File: src/inc/timer_block_pkg.sv
// Shared constants and types of the three-channel timer control block
package timer_block_pkg;
    // Channel count and counter width
    localparam int NUM_CHAN = 3;
    localparam int CNT_W = 16;
    // Per-channel register offsets inside one channel slot
    localparam logic [5:0] OFF_CMD = 6'h00;
    localparam logic [5:0] OFF_CFG = 6'h04;
    localparam logic [5:0] OFF_CNT = 6'h10;
    localparam logic [5:0] OFF_CAP_A = 6'h14;
    localparam logic [5:0] OFF_CAP_B = 6'h18;
    localparam logic [5:0] OFF_CMP_C = 6'h1c;
    // Block-level register byte addresses
    localparam logic [7:0] OFF_BLK_CMD = 8'hc0;
    localparam logic [7:0] OFF_BLK_ROUTE = 8'hc4;
    // Channel slot number of the block-level registers
    localparam logic [1:0] BLK_SLOT = 2'h3;
    // Command bits
    localparam int CMD_EN_BIT = 0;
    localparam int CMD_DIS_BIT = 1;
    localparam int CMD_SOFT_TRIGGER_CMD_BIT = 2;
    localparam int SYNC_BIT = 0;
    // Capture configuration field positions
    localparam int CLKS_LSB = 0;
    localparam int CLOCK_INVERT_BIT = 3;
    localparam int BURST_LSB = 4;
    localparam int STOP_ON_B_LOAD_BIT = 6;
    localparam int DISABLE_ON_B_LOAD_BIT = 7;
    localparam int ETRG_LSB = 8;
    localparam int TRGSEL_BIT = 10;
    localparam int C_MATCH_TRIGGER_EN_BIT = 14;
    localparam int WAVE_BIT = 15;
    localparam int A_LOAD_EDGE_SEL_LSB = 16;
    localparam int B_LOAD_EDGE_SEL_LSB = 18;
    localparam int CFG_W = 20;
    // Writable bits; the rest read back as zero
    localparam logic [31:0] CFG_MASK = 32'h000f_c7ff;
    localparam logic [CFG_W-1:0] CFG_RESET = 20'h0_0000;
    // Clock routing: three 2-bit fields
    localparam int ROUTE_W = 6;
    localparam logic [ROUTE_W-1:0] ROUTE_RESET = 6'h00;
    // Prescaler bits giving master clock /2, /8, /32, /128, /1024
    localparam int PRESC_W = 10;
    localparam int DIV2_BIT = 0;
    localparam int DIV8_BIT = 2;
    localparam int DIV32_BIT = 4;
    localparam int DIV128_BIT = 6;
    localparam int DIV1024_BIT = 9;
    // Edge selection codes
    typedef enum logic [1:0] {
        EDGE_NONE = 2'h0,
        EDGE_RISE = 2'h1,
        EDGE_FALL = 2'h2,
        EDGE_BOTH = 2'h3
    } edge_sel_t;
    // External clock routing codes
    typedef enum logic [1:0] {
        ROUTE_PIN = 2'h0,
        ROUTE_NONE = 2'h1,
        ROUTE_LINE_X = 2'h2,
        ROUTE_LINE_Y = 2'h3
    } route_t;
    // Clock source codes
    typedef enum logic [2:0] {
        SRC_DIV2 = 3'h0,
        SRC_DIV8 = 3'h1,
        SRC_DIV32 = 3'h2,
        SRC_DIV128 = 3'h3,
        SRC_DIV1024 = 3'h4,
        SRC_EXT0 = 3'h5,
        SRC_EXT1 = 3'h6,
        SRC_EXT2 = 3'h7
    } clk_src_t;
endpackage

File: src/rtl/timer_block_ctrl.sv
// Timer block control, clock routing and capture-mode channel logic
`timescale 1ns/1ps
// Functional notes
// - Block sync bit triggers all channels together
// - Ext clock 0 route: pin0, none, A1, A2
// - Ext clock 1 route: pin1, none, A0, A2
// - Ext clock 2 route: pin2, none, A0, A1
// - Enable command starts clock unless disable set
// - Disable command stops clock, beats enable
// - Software trigger zeroes counter, starts clock
// - Clock source: prescaled master or external
// - Invert bit counts on falling edge
// - Gating field ANDs with external clock
// - B load stops clock when enabled
// - B load disables clock when enabled
// - Trigger edge: none, rise, fall, both
// - Trigger from line B or line A
// - C match triggers when enabled
// - Mode bit set selects waveform, no capture
// - A loads counter on chosen line A edge
// - B loads counter on chosen line A edge
module timer_block_ctrl #(
    parameter int CNT_W = timer_block_pkg::CNT_W
) (
    input wire logic ref_clk,
    input wire logic reset,
    input wire logic [7:0] address,
    input wire logic read,
    input wire logic write,
    input wire logic [31:0] writedata,
    input wire logic [3:0] byteenable,
    output logic [31:0] readdata,
    output logic waitrequest,
    input wire logic [2:0] clock_pin,
    input wire logic [2:0] channel_line_a,
    input wire logic [2:0] channel_line_b
);
    localparam int NCH = timer_block_pkg::NUM_CHAN;
    localparam int CW = timer_block_pkg::CFG_W;

    ////////////////////////////////////////////////////////////////////////
    // Whole block state in one record
    typedef struct packed {
        logic bus_wait; // Avalon waitrequest
        logic [31:0] rdata; // Avalon read data
        logic [timer_block_pkg::PRESC_W-1:0] presc; // Master clock divider
        logic [timer_block_pkg::ROUTE_W-1:0] route; // Block clock routing
        logic [NCH-1:0][CW-1:0] cfg; // Capture configuration
        logic [NCH-1:0][CNT_W-1:0] cnt; // Counter value
        logic [NCH-1:0][CNT_W-1:0] cap_a; // Capture register A
        logic [NCH-1:0][CNT_W-1:0] cap_b; // Capture register B
        logic [NCH-1:0][CNT_W-1:0] cmp_c; // Compare register C
        logic [NCH-1:0] clk_on; // Counter clock enabled
        logic [NCH-1:0] clk_stop; // Counter clock stopped
        logic [NCH-1:0] gclk_prev; // Gated clock, last cycle
    } blk_t;

    blk_t blk_ff; // Registered state
    blk_t nxt_blk; // Next state

    // Filtered pins: {line_b, line_a, clock_pin}
    logic [8:0] pin_lvl;
    logic [8:0] pin_rise;
    logic [8:0] pin_fall;

    // Decoded events, all but acc and wr_go also watched by the checks below
    logic acc; // Request completes this edge
    logic wr_go; // Write takes effect this edge
    logic sync_go; // Block trigger
    logic [2:0] ext_clk; // Routed external clocks
    logic [NCH-1:0] cmd_en;
    logic [NCH-1:0] cmd_dis;
    logic [NCH-1:0] cmd_sw;
    logic [NCH-1:0] trig;
    logic [NCH-1:0] load_a;
    logic [NCH-1:0] load_b;
    logic [NCH-1:0] tick;

    ////////////////////////////////////////////////////////////////////////
    // Pin conditioning
    pin_filter #(
        .WIDTH(9)
    ) u_pins (
        .ref_clk(ref_clk),
        .reset(reset),
        .pin_in({channel_line_b, channel_line_a, clock_pin}),
        .level(pin_lvl),
        .rise(pin_rise),
        .fall(pin_fall)
    );

    ////////////////////////////////////////////////////////////////////////
    // Helpers

    // One routed external clock
    function automatic logic route_pick(input logic [1:0] code, input logic pin,
                                        input logic line_x, input logic line_y);
        unique case (timer_block_pkg::route_t'(code))
            timer_block_pkg::ROUTE_PIN: route_pick = pin;
            timer_block_pkg::ROUTE_NONE: route_pick = 1'b0;
            timer_block_pkg::ROUTE_LINE_X: route_pick = line_x;
            timer_block_pkg::ROUTE_LINE_Y: route_pick = line_y;
        endcase
    endfunction

    // Edge qualifier shared by trigger and both loads
    function automatic logic edge_hit(input logic [1:0] sel, input logic rise,
                                      input logic fall);
        unique case (timer_block_pkg::edge_sel_t'(sel))
            timer_block_pkg::EDGE_NONE: edge_hit = 1'b0;
            timer_block_pkg::EDGE_RISE: edge_hit = rise;
            timer_block_pkg::EDGE_FALL: edge_hit = fall;
            timer_block_pkg::EDGE_BOTH: edge_hit = rise | fall;
        endcase
    endfunction

    // Byte-lane merge of a write
    function automatic logic [31:0] be_merge(input logic [31:0] old, input logic [31:0] wd,
                                             input logic [3:0] be);
        be_merge = old;
        for (int b = 0; b < 4; b++) begin
            if (be[b]) begin
                be_merge[8*b +: 8] = wd[8*b +: 8];
            end
        end
    endfunction

    ////////////////////////////////////////////////////////////////////////
    // Next-state logic
    always_comb begin
        logic [1:0] ch;
        logic [CW-1:0] c;
        logic src_lvl;
        logic gated;
        logic trg_rise;
        logic trg_fall;
        logic c_match;
        logic [31:0] rd;
        logic [31:0] mw; // Merged write word, sliced below
        nxt_blk = blk_ff;
        ch = address[7:6];
        c = '0;
        src_lvl = 1'b0;
        gated = 1'b0;
        trg_rise = 1'b0;
        trg_fall = 1'b0;
        c_match = 1'b0;
        rd = 32'h0000_0000;
        mw = 32'h0000_0000;
        cmd_en = '0;
        cmd_dis = '0;
        cmd_sw = '0;
        trig = '0;
        load_a = '0;
        load_b = '0;
        tick = '0;

        // Free-running divider feeds all prescaled sources
        nxt_blk.presc = blk_ff.presc + 1'b1;

        // One wait cycle, then a one-cycle ack; idle keeps wait high
        acc = (read | write) & blk_ff.bus_wait;
        wr_go = write & ~blk_ff.bus_wait;
        nxt_blk.bus_wait = ~acc;

        sync_go = wr_go & (address[7:2] == timer_block_pkg::OFF_BLK_CMD[7:2])
            & byteenable[0] & writedata[timer_block_pkg::SYNC_BIT];

        ext_clk[0] = route_pick(blk_ff.route[1:0], pin_lvl[0], pin_lvl[4], pin_lvl[5]);
        ext_clk[1] = route_pick(blk_ff.route[3:2], pin_lvl[1], pin_lvl[3], pin_lvl[5]);
        ext_clk[2] = route_pick(blk_ff.route[5:4], pin_lvl[2], pin_lvl[3], pin_lvl[4]);

        // Block routing write; upper bits dropped
        if (wr_go && address[7:2] == timer_block_pkg::OFF_BLK_ROUTE[7:2]) begin
            mw = be_merge(32'(blk_ff.route), writedata, byteenable);
            nxt_blk.route = mw[timer_block_pkg::ROUTE_W-1:0];
        end

        for (int i = 0; i < NCH; i++) begin
            c = blk_ff.cfg[i];

            // command bits are decoded to pulses, never stored
            if (wr_go && ch == 2'(i) && address[5:2] == timer_block_pkg::OFF_CMD[5:2]
                && byteenable[0]) begin
                cmd_en[i] = writedata[timer_block_pkg::CMD_EN_BIT];
                cmd_dis[i] = writedata[timer_block_pkg::CMD_DIS_BIT];
                cmd_sw[i] = writedata[timer_block_pkg::CMD_SOFT_TRIGGER_CMD_BIT];
            end

            unique case (timer_block_pkg::clk_src_t'(c[timer_block_pkg::CLKS_LSB +: 3]))
                timer_block_pkg::SRC_DIV2: src_lvl = blk_ff.presc[timer_block_pkg::DIV2_BIT];
                timer_block_pkg::SRC_DIV8: src_lvl = blk_ff.presc[timer_block_pkg::DIV8_BIT];
                timer_block_pkg::SRC_DIV32: src_lvl = blk_ff.presc[timer_block_pkg::DIV32_BIT];
                timer_block_pkg::SRC_DIV128: src_lvl = blk_ff.presc[timer_block_pkg::DIV128_BIT];
                timer_block_pkg::SRC_DIV1024:
                    src_lvl = blk_ff.presc[timer_block_pkg::DIV1024_BIT];
                timer_block_pkg::SRC_EXT0: src_lvl = ext_clk[0];
                timer_block_pkg::SRC_EXT1: src_lvl = ext_clk[1];
                timer_block_pkg::SRC_EXT2: src_lvl = ext_clk[2];
            endcase

            // burst gating with an external clock
            unique case (c[timer_block_pkg::BURST_LSB +: 2])
                2'h0: gated = src_lvl;
                2'h1: gated = src_lvl & ext_clk[0];
                2'h2: gated = src_lvl & ext_clk[1];
                2'h3: gated = src_lvl & ext_clk[2];
            endcase
            nxt_blk.gclk_prev[i] = gated;

            // count on rise, or on fall when inverted
            if (c[timer_block_pkg::CLOCK_INVERT_BIT]) begin
                tick[i] = blk_ff.gclk_prev[i] & ~gated;
            end else begin
                tick[i] = ~blk_ff.gclk_prev[i] & gated;
            end
            tick[i] = tick[i] & blk_ff.clk_on[i] & ~blk_ff.clk_stop[i];

            // trigger line is B or A
            if (c[timer_block_pkg::TRGSEL_BIT]) begin
                trg_rise = pin_rise[3 + i];
                trg_fall = pin_fall[3 + i];
            end else begin
                trg_rise = pin_rise[6 + i];
                trg_fall = pin_fall[6 + i];
            end

            // compare match on a counting edge
            c_match = tick[i] & (blk_ff.cnt[i] == blk_ff.cmp_c[i]);

            // capture behaviour only while mode bit is clear
            if (!c[timer_block_pkg::WAVE_BIT]) begin
                load_a[i] = edge_hit(c[timer_block_pkg::A_LOAD_EDGE_SEL_LSB +: 2],
                                     pin_rise[3 + i], pin_fall[3 + i]);
                load_b[i] = edge_hit(c[timer_block_pkg::B_LOAD_EDGE_SEL_LSB +: 2],
                                     pin_rise[3 + i], pin_fall[3 + i]);
            end

            // external trigger edge; waveform event fields not handled here
            trig[i] = sync_go | cmd_sw[i]
                | (~c[timer_block_pkg::WAVE_BIT]
                   & edge_hit(c[timer_block_pkg::ETRG_LSB +: 2], trg_rise, trg_fall))
                | (c_match & c[timer_block_pkg::C_MATCH_TRIGGER_EN_BIT]);

            // trigger zeroes the counter and restarts the clock
            if (trig[i]) begin
                nxt_blk.cnt[i] = '0;
            end else if (tick[i]) begin
                nxt_blk.cnt[i] = blk_ff.cnt[i] + 1'b1;
            end

            // Captures sample the value before this edge's update
            if (load_a[i]) begin
                nxt_blk.cap_a[i] = blk_ff.cnt[i];
            end
            if (load_b[i]) begin
                nxt_blk.cap_b[i] = blk_ff.cnt[i];
            end

            // disable beats enable; disable on B load
            if (cmd_dis[i] || (load_b[i] && c[timer_block_pkg::DISABLE_ON_B_LOAD_BIT])) begin
                nxt_blk.clk_on[i] = 1'b0;
            end else if (cmd_en[i]) begin
                nxt_blk.clk_on[i] = 1'b1;
            end

            // B load stops; a trigger in the same cycle restarts
            if (trig[i]) begin
                nxt_blk.clk_stop[i] = 1'b0;
            end else if (load_b[i] && c[timer_block_pkg::STOP_ON_B_LOAD_BIT]) begin
                nxt_blk.clk_stop[i] = 1'b1;
            end

            if (wr_go && ch == 2'(i) && address[5:2] == timer_block_pkg::OFF_CFG[5:2]) begin
                mw = be_merge(32'(blk_ff.cfg[i]), writedata, byteenable);
                nxt_blk.cfg[i] = mw[CW-1:0] & timer_block_pkg::CFG_MASK[CW-1:0];
            end
            if (wr_go && ch == 2'(i) && address[5:2] == timer_block_pkg::OFF_CMP_C[5:2]) begin
                mw = be_merge(32'(blk_ff.cmp_c[i]), writedata, byteenable);
                nxt_blk.cmp_c[i] = mw[CNT_W-1:0];
            end
        end

        // Read mux; unmapped and write-only words read zero
        if (ch != timer_block_pkg::BLK_SLOT) begin
            unique case (address[5:2])
                timer_block_pkg::OFF_CFG[5:2]: rd = 32'(blk_ff.cfg[ch]);
                timer_block_pkg::OFF_CNT[5:2]: rd = 32'(blk_ff.cnt[ch]);
                timer_block_pkg::OFF_CAP_A[5:2]: rd = 32'(blk_ff.cap_a[ch]);
                timer_block_pkg::OFF_CAP_B[5:2]: rd = 32'(blk_ff.cap_b[ch]);
                timer_block_pkg::OFF_CMP_C[5:2]: rd = 32'(blk_ff.cmp_c[ch]);
                default: rd = 32'h0000_0000;
            endcase
        end else if (address[5:2] == timer_block_pkg::OFF_BLK_ROUTE[5:2]) begin
            rd = 32'(blk_ff.route);
        end
        if (acc && read) begin
            nxt_blk.rdata = rd;
        end
    end

    ////////////////////////////////////////////////////////////////////////
    // State register, synchronous reset
    always_ff @(posedge ref_clk) begin
        if (reset) begin
            blk_ff <= '0;
            blk_ff.bus_wait <= 1'b1;
            blk_ff.route <= timer_block_pkg::ROUTE_RESET;
            blk_ff.cfg <= {NCH{timer_block_pkg::CFG_RESET}};
        end else begin
            blk_ff <= nxt_blk;
        end
    end

    assign readdata = blk_ff.rdata;
    assign waitrequest = blk_ff.bus_wait;

    ////////////////////////////////////////////////////////////////////////
    // Checks

    property p_bus_ack;
        @(posedge ref_clk) disable iff (reset)
        ((read | write) && waitrequest) |=> !waitrequest ##1 waitrequest;
    endproperty
    a_bus_ack: assert property (p_bus_ack) else $error("bus ack not one cycle");

    property p_sync_all;
        @(posedge ref_clk) disable iff (reset)
        sync_go |=> (blk_ff.cnt[0] == '0 && blk_ff.cnt[1] == '0 && blk_ff.cnt[2] == '0);
    endproperty
    a_sync_all: assert property (p_sync_all) else $error("sync missed a channel");

    property p_route_none;
        @(posedge ref_clk) disable iff (reset)
        (blk_ff.route[1:0] == 2'h1) |-> !ext_clk[0];
    endproperty
    a_route_none: assert property (p_route_none) else $error("ext clock 0 not idle");

    property p_en_cmd;
        @(posedge ref_clk) disable iff (reset)
        (cmd_en[1] && !cmd_dis[1] && !load_b[1]) |=> blk_ff.clk_on[1];
    endproperty
    a_en_cmd: assert property (p_en_cmd) else $error("enable ignored");

    property p_dis_wins;
        @(posedge ref_clk) disable iff (reset)
        cmd_dis[0] |=> !blk_ff.clk_on[0] && !tick[0];
    endproperty
    a_dis_wins: assert property (p_dis_wins) else $error("disable lost");

    property p_sw_trig;
        @(posedge ref_clk) disable iff (reset)
        cmd_sw[0] |=> blk_ff.cnt[0] == '0 && !blk_ff.clk_stop[0];
    endproperty
    a_sw_trig: assert property (p_sw_trig) else $error("soft trigger failed");

    property p_b_stop;
        @(posedge ref_clk) disable iff (reset)
        (load_b[1] && blk_ff.cfg[1][timer_block_pkg::STOP_ON_B_LOAD_BIT] && !trig[1])
            |=> blk_ff.clk_stop[1] ##1 (blk_ff.clk_stop[1] || $past(trig[1]));
    endproperty
    a_b_stop: assert property (p_b_stop) else $error("B load did not stop");

    property p_wave_nocap;
        @(posedge ref_clk) disable iff (reset)
        blk_ff.cfg[0][timer_block_pkg::WAVE_BIT] |-> !load_a[0] && !load_b[0];
    endproperty
    a_wave_nocap: assert property (p_wave_nocap) else $error("capture in waveform");

    property p_cap_a;
        @(posedge ref_clk) disable iff (reset)
        load_a[1] |=> blk_ff.cap_a[1] == $past(blk_ff.cnt[1]);
    endproperty
    a_cap_a: assert property (p_cap_a) else $error("A capture wrong value");

    property p_cmd_zero;
        @(posedge ref_clk) disable iff (reset)
        (read && waitrequest && address[5:2] == 4'h0) |=> readdata == 32'h0000_0000;
    endproperty
    a_cmd_zero: assert property (p_cmd_zero) else $error("command word read nonzero");
endmodule

File: src/rtl/pin_filter.sv
// Three-stage pin synchroniser with agreement filter and edge pulses
`timescale 1ns/1ps
module pin_filter #(
    parameter int WIDTH = 9
) (
    input wire logic ref_clk,
    input wire logic reset,
    input wire logic [WIDTH-1:0] pin_in,
    output logic [WIDTH-1:0] level,
    output logic [WIDTH-1:0] rise,
    output logic [WIDTH-1:0] fall
);
    ////////////////////////////////////////////////////////////////////////
    // All state in one record
    typedef struct packed {
        logic [WIDTH-1:0] s1;
        logic [WIDTH-1:0] s2;
        logic [WIDTH-1:0] s3;
        logic [WIDTH-1:0] lvl;
        logic [WIDTH-1:0] rise;
        logic [WIDTH-1:0] fall;
    } filt_t;

    filt_t filt_ff; // Registered state
    filt_t nxt_filt; // Next state

    ////////////////////////////////////////////////////////////////////////
    // Stage one is read only by stage two; level moves when two and three agree
    always_comb begin
        nxt_filt = filt_ff;
        nxt_filt.s1 = pin_in;
        nxt_filt.s2 = filt_ff.s1;
        nxt_filt.s3 = filt_ff.s2;
        for (int i = 0; i < WIDTH; i++) begin
            if (filt_ff.s2[i] == filt_ff.s3[i]) begin
                nxt_filt.lvl[i] = filt_ff.s2[i];
            end
        end
        nxt_filt.rise = nxt_filt.lvl & ~filt_ff.lvl;
        nxt_filt.fall = ~nxt_filt.lvl & filt_ff.lvl;
    end

    // Register, cleared synchronously
    always_ff @(posedge ref_clk) begin
        if (reset) begin
            filt_ff <= '0;
        end else begin
            filt_ff <= nxt_filt;
        end
    end

    assign level = filt_ff.lvl;
    assign rise = filt_ff.rise;
    assign fall = filt_ff.fall;
endmodule

File: config.mk
export PLATFORM = sky130hd
export DESIGN_NAME = timer_block_ctrl
export DESIGN_NICKNAME = d
export VERILOG_FILES = /design/src/inc/timer_block_pkg.sv /design/src/rtl/timer_block_ctrl.sv /design/src/rtl/pin_filter.sv
export SDC_FILE = /design/constraint.sdc
export NUM_CORES = 1
export LEC_CHECK = 0
export BUFFER_PORTS_ARGS = -buffer_cell sky130_fd_sc_hd__clkbuf_2
export CAP_MARGIN = 20
export CELL_PAD_IN_SITES_DETAIL_PLACEMENT = 1
export CELL_PAD_IN_SITES_GLOBAL_PLACEMENT = 2
export CORE_MARGIN = 2
export CORE_UTILIZATION = 34
export DETAILED_ROUTE_END_ITERATION = 8
export PLACE_DENSITY = 0.83
export SYNTH_ARGS = -nofsm -noshare
export SYNTH_HDL_FRONTEND = slang
export SYNTH_SLANG_ARGS = --single-unit
File: constraint.sdc
create_clock -name ref_clk -period 2.2 [get_ports ref_clk]
set_input_delay 0.11 -clock ref_clk [delete_from_list [all_inputs] [get_ports ref_clk]]
set_output_delay 0.11 -clock ref_clk [all_outputs]
set_load 0.05 [all_outputs]
### After elaboration in Yosys (flattened, before gate mapping)

Index checks and enable logic that the tools add are counted.

| operators by class | value |
|---|---|
| $add $sub $neg | 4 |
| multipliers | 0 |
| mux-type cells | 64 |
| bitwise logic cells | 69 |
| reductions and logical operators | 68 |
| eq/ne operators | 88 |
| shift-type cells | 0 |
| div/mod/pow operators | 0 |
| $lt $le $gt $ge | 1 |

Operators by type and width:

| kind | number |
|---|---|
| $bmux 16 s2 | 4 |
| $pmux 20 s5 | 1 |
| $mux 16 | 4 |
| $eq 2x2->1 const B | 31 |
| $pmux 1 s4 | 15 |
| $add 16x1->16 const B | 3 |
| $eq 16x16->1 | 3 |
| $bmux 20 s2 | 1 |
| $eq 3x3->1 const B | 12 |
| $and 1x1->1 | 35 |
| $mux 1 | 33 |
| $eq 2x1->1 const B | 16 |
| $logic_not 2->1 | 16 |
| $mux 32 | 1 |
| $reduce_and 2->1 | 16 |
| $pmux 1 s8 | 3 |
| $logic_and 1x1->1 | 23 |
| $mux 20 | 1 |
| $and 9x9->9 | 2 |
| $eq 3x2->1 const B | 6 |
| $not 9->9 | 2 |
| $eq 4x3->1 const B | 4 |
| $or 1x1->1 | 16 |
| $not 1->1 | 14 |
| 12 further kinds | 32 |

| storage, ports and cells | value |
|---|---|
| bits in writable memories | 0 |
| flip-flop bits (word level) | 355 |
| latch bits | 0 |
| memories | 0 |
| bits in read-only memories | 0 |
| input port bits | 57 |
| word-level logic and storage cells | 335 |
| output and inout port bits | 33 |

### Logic depth before layout (Yosys ltp)

| logic depth | value |
|---|---|
| depth in word-level cells | 14 |
| mapped depth | 12 |
| gate-level depth less buffers | 8 |

### Hierarchy

Synthesis repeated with hierarchy kept, for this count alone.

| unflattened totals | value |
|---|---|
| cells, all modules | 1,913 |
| area, all modules | 16,592.2 um^2 |

Modules (own cells, without submodules):

| module | area an instance (um^2) | cells an instance | instances | seq. area each (um^2) |
|---|---|---|---|---|
| timer_block_ctrl | 14,661.6 | 1,756 | 1 | 5,785.5 |
| pin_filter | 1,930.6 | 157 | 1 | 1,081.0 |

### Worst setup path before layout

OpenSTA, ideal clock, no wires.

| path | value |
|---|---|
| path type | register -> register |
| start point | register blk_ff[266] in the netlist's numbering |
| end point | register blk_ff[166] in the netlist's numbering |
| period minus slack after synthesis | 2.427 ns |
| library setup time | 0.064 ns |
| required time | 2.136 ns |
| arrival | 2.363 ns |
| path slack | -0.227 ns |
| cell stages (with the launch flop) | 11 |
| path buffers | 2 |
| path through | dfxtp_1 > or3b_1 > o211ai_1 > o211ai_1 > a221oi_2 > mux2i_1 > nor2b_2 > a21o_1 > buf_2 > buf_2 > nor2_1 |

| between the ends | value |
|---|---|
| longest elaborated chain between the ends | 14 |

RTL lines:

| what | line | source |
|---|---|---|
| start, declared | timer_block_ctrl.sv:58 | `blk_t blk_ff;` |
| start signal, assigned | timer_block_ctrl.sv:311 | `blk_ff <= nxt_blk;` |
| $eq 2x2->1, or another cell as far along | timer_block_ctrl.sv:98 | `unique case (timer_block_pkg::route_t'(code))` |
| $pmux 1 s4 * | timer_block_ctrl.sv:98 |  |
| $pmux 1 s8 | timer_block_ctrl.sv:190 | `unique case (timer_block_pkg::clk_src_t'(c[timer_block_pkg::CLKS_LSB +: 3]))` |
| $and 1x1->1 (on tied branches) | timer_block_ctrl.sv:207, timer_block_ctrl.sv:205, timer_block_ctrl.sv:206 |  |
| $pmux 1 s4 * | timer_block_ctrl.sv:203 | `unique case (c[timer_block_pkg::BURST_LSB +: 2])` |
| $not 1->1 | timer_block_ctrl.sv:213 | `tick[i] = blk_ff.gclk_prev[i] & ~gated;` |
| $and 1x1->1 | timer_block_ctrl.sv:213 |  |
| $mux 1 * | timer_block_ctrl.sv:212 | `if (c[timer_block_pkg::CLOCK_INVERT_BIT]) begin` |
| $and 1x1->1 * (2 in a row) | timer_block_ctrl.sv:217 | `tick[i] = tick[i] & blk_ff.clk_on[i] & ~blk_ff.clk_stop[i];` |
| $and 1x1->1 | timer_block_ctrl.sv:229 | `c_match = tick[i] & (blk_ff.cnt[i] == blk_ff.cmp_c[i]);` |
| $and 1x1->1 | timer_block_ctrl.sv:243 | `\| (c_match & c[timer_block_pkg::C_MATCH_TRIGGER_EN_BIT]);` |
| $or 1x1->1 | timer_block_ctrl.sv:243 |  |
| $reduce_or 2->1 (no source line) | - |  |

Every way passes the cells marked *; elsewhere a longest branch is shown, timed or not.
A chain may end at the register's enable or synchronous reset.

### Final worst setup path

| path | value |
|---|---|
| start point | register blk_ff[172] in the netlist's numbering |
| end point | register blk_ff[184] in the netlist's numbering |

| between the ends | value |
|---|---|
| longest elaborated chain between the ends | 5 |

RTL lines:

| what | line |
|---|---|
| $eq 16x16->1 | timer_block_ctrl.sv:229 |
| $and 1x1->1 | timer_block_ctrl.sv:229 |
| $and 1x1->1 | timer_block_ctrl.sv:243 |
| $or 1x1->1 | timer_block_ctrl.sv:243 |
| $reduce_or 2->1 (no source line) | - |

Parallel ways exist; a longest one is shown, timed or not.

==> results.py <==
metrics = {
    "placement": {
        "port_buffers": 62,
        "place_inst": 2512,
        "place.gp.congestion": 0.879,
        "place_area_sq_um": 17600,
        "hpwlAfterDp_um": 40400,
    },
    "sta": {
        "timing.final.crit_share_pct": 118,
        "fin_ws_ns": -0.388,
        "max_slew_margin_pct": 35.0,
        "fin_crit_ns": 2.59,
        "tightestPinTransition_ns": 0.976,
        "setup_viol": 51,
        "setup_tns_ns": -9.77,
        "rsz0062_at_grt": "yes",
        "finalClockSkew_ns": 0.0197,
        "max_clock_freq_mhz": 386,
        "hold_viol_final": 0,
        "slew_violations": 0,
    },
    "die": {
        "coreArea_sq_um": 46400,
        "die_x_um": 220,
        "rows": 79,
        "pin_count": 90,
        "die_y_um": 220,
        "die_area_sq_um": 48500,
        "initial_core_util_pct": 34.3,
    },
    "setup_path": {
        "worstPathRequired_ns": 2.64,
        "slowest_delay_ns": 0.53,
        "cp_cell_sequence": "nand2_1, nor4_1, nand4_1, nor2_1, nand4_1, nor4b_4, xnor2_1, nor2_2",
        "end_kind": "flip-flop",
        "crit_fanout": 7,
        "startpoint_type": "flip-flop",
        "crit_top_cell": "nand4_1",
        "worstSetupPathType": "reg2reg",
        "worst_path_max_delay_cell": "dfxtp_1",
        "crit_arrival_ns": 3.03,
    },
    "cts": {
        "cts_sinks": 337,
        "cts_tree": "yes",
        "cts_buffers": 38,
        "htreeDepth": 2,
        "ctsLongestPathBuffers": 3,
        "clk_latency_ns": 0.56,
        "clk_pin_slew_ns": 0.06,
        "cts_root_buffer": "clkbuf_16",
    },
    "yosys": {
        "yosys_warnings": 0,
        "synth_area_per_cell_sq_um": 8.62,
        "synthFlopType": "dfxtp_1",
        "ys_seq_elements": 337,
        "yosysUniqueCellTypes": 56,
        "netlist_area_sq_um": 15900,
        "synth_most_common_cell": "dfxtp_1",
        "synthTopCellsByCount": "dfxtp_1, nor2_1, mux2i_1",
        "async_reset_ff_share_pct": 0,
        "yosysTopAreaCellShare_pct": 42.5,
        "synthesis.instances": 1844,
        "seq_area_frac_synth_pct": 42.5,
        "synth.top_cells.by_area": "dfxtp_1, mux2i_1, nor2_1",
        "synth_edf_count": 0,
        "synth_top_area_cell": "dfxtp_1",
    },
    "drt": {
        "wl_um": 56700,
        "vias": 13981,
        "antenna_left": 0,
        "first_pass_iters": 5,
        "wl_per_cell_um": 21.6,
        "drt_iter0_markers": 840,
        "vias_per_cell": 5.33,
        "drc": 0,
    },
    "global_route": {
        "grt_max_degree": 156,
        "grt_usage_pct": 23.3,
        "first_global_vias": 14521,
        "antenna_found_initial": 1,
        "grt_overflow_total": 0,
        "grt_pass1_wl_um": 86100,
    },
    "pwr": {
        "clkPwrFrac_pct": 47.1,
        "p_seq_share_pct": 46.8,
        "power_leakage_nw": 7.38,
        "vdd_drop_max_v": 0.000681,
        "power_density_nw_per_um2": 662,
        "switchingPower_w": 0.00313,
        "power_frac_comb_pct": 6.1,
        "swShare_pct": 23.8,
        "p_int_w": 0.0100,
    },
    "final_layout": {
        "layout.cells.non_filler": 2622,
        "antenna_cells": 0,
        "syn2layout_area_growth_pct": 25.0,
        "design_area_sq_um": 19900,
        "finalNetCount": 2049,
        "drive_above_1_share_pct": 20.0,
    },
    "run_status": {
        "status": "finished with violations",
        "violations": "setup timing",
    },
    "flow_run": {
        "max_cap_violations": 0,
    },
    "hold_path": {
        "hp-class": "in2reg",
    },
}
## power by group through the flow
stage	clock, W	combinational (W)	sequential, W
final	0.00619	0.000803	0.00615
after global routing	0.00656	0.000843	0.00615
after CTS	0.00632	0.000756	0.00615
after detailed placement	0	0.000669	0.00629
after global placement	0	0.000660	0.00629
after floorplan	0	0.000389	0.00629
## cells by family after synthesis
logic type,Yosys count,share of synthesized area [%]
flip-flops,337,42.5
buffers and inverters,180,5.20
AO/OA/AOI/OAI,276,10.4
XOR/XNOR,95,5.24
multiplexers,272,17.4
AND/OR/NAND/NOR,679,19.0
other,1,0.0236
adder cells (fa/ha/maj),4,0.315
## metal layers
metal | part of all wire, % | routed length, um | track usage, % | vias up
met3 | 4.8 | 2720 | 3.41 | 138
met1 | 44 | 25000 | 30.1 | 6921
met2 | 47 | 26800 | 39.1 | 350
met4 | 3.9 | 2240 | 9.24 | 2
met5 | 0.026 | 15 | 0 | -
li1 | - | - | - | 6570
## cell usage in the layout (no fill, tap or decap), types with 12 or more instances in the layout
cell type | Yosys | final
dfxtp_1 | 337 | 331
mux2i_1 | 260 | 250
nor2_1 | 283 | 244
nand2_1 | 187 | 187
buf_4 | 33 | 141
o21ai_0 | 98 | 94
a21oi_1 | 79 | 75
nand3_1 | 63 | 62
xnor2_1 | 71 | 61
clkbuf_2 | 3 | 60
a22oi_1 | 45 | 45
clkbuf_16 | 0 | 41
nor2b_1 | 34 | 33
dlygate4sd3_1 | 0 | 31
nor2_2 | 0 | 28
xor2_1 | 24 | 23
and3_1 | 17 | 17
nor3_1 | 29 | 17
clkbuf_1 | 115 | 16
nand4_1 | 15 | 15
buf_12 | 0 | 14
a31oi_1 | 13 | 13
conb_1 | 1 | 12
buf_6 | 2 | 12
## worst max-delay path: cells and delay by family (launching register included)
| family | cells | cell delay [ns] |
|---|---|---|
| and+or+nand+nor | 7 | 1.76 |
| DFF | 1 | 0.53 |
| xor gates and xnor gates | 1 | 0.17 |
## state kept, by name, summed over array words and instances, names as in the netlist, named ones only
name and count:
u_pins.filt_ff 27, waitrequest 1, blk_ff 268, u_pins.rise 6, u_pins.level 6, u_pins.fall 6
readdata 20
## per-stage QoR
stage / power [W] / utilization, % / setup WS [ns] / hold slack, ns
finish: 0.0131 / 42.8 / -0.388 / 0.0539
global route: 0.0136 / 42.8 / -0.488 / 0.0626
CTS: 0.0132 / 41.9 / -0.253 / 0.0226
detailed placement: 0.00696 / 38.1 / -0.291 / 0.333
global placement: 0.00695 / 38.1 / -0.236 / 0.318
floorplan: 0.00668 / - / -0.127 / 0.226
## cell type report
type	instances	area, sq um
Inverter	10	37.5
Timing Repair Buffer	263	2190
Tap cell	607	759
Multi-Input combinational cell	1338	8930
Clock inverter	6	58.8
Sequential cell	337	6750
Fill cell	5332	26500
Clock buffer	61	1120
## path summary, 6_finish.rpt
path,slack (ns),endpoint,cells after the start,startpoint
worst max-delay path,-0.39,blk_ff[184],8,blk_ff[172]
worst min-delay path,0.05,blk_ff[205],3,writedata[4]
worst max register to register,-0.39,blk_ff[184],8,blk_ff[172]
worst min register to register,0.42,u_pins.fall[4],1,u_pins.filt_ff[31]
## what timing repair did
item	4_1_cts	5_1_grt
endpoints found under the hold margin	84	0
endpoints found under the setup margin	51	52
buffers inserted	7	2
hold buffers	31	0
pin swaps	38	32
cloned	2	2
gates resized for setup	49	85
Power figures use the tool's default switching activity.
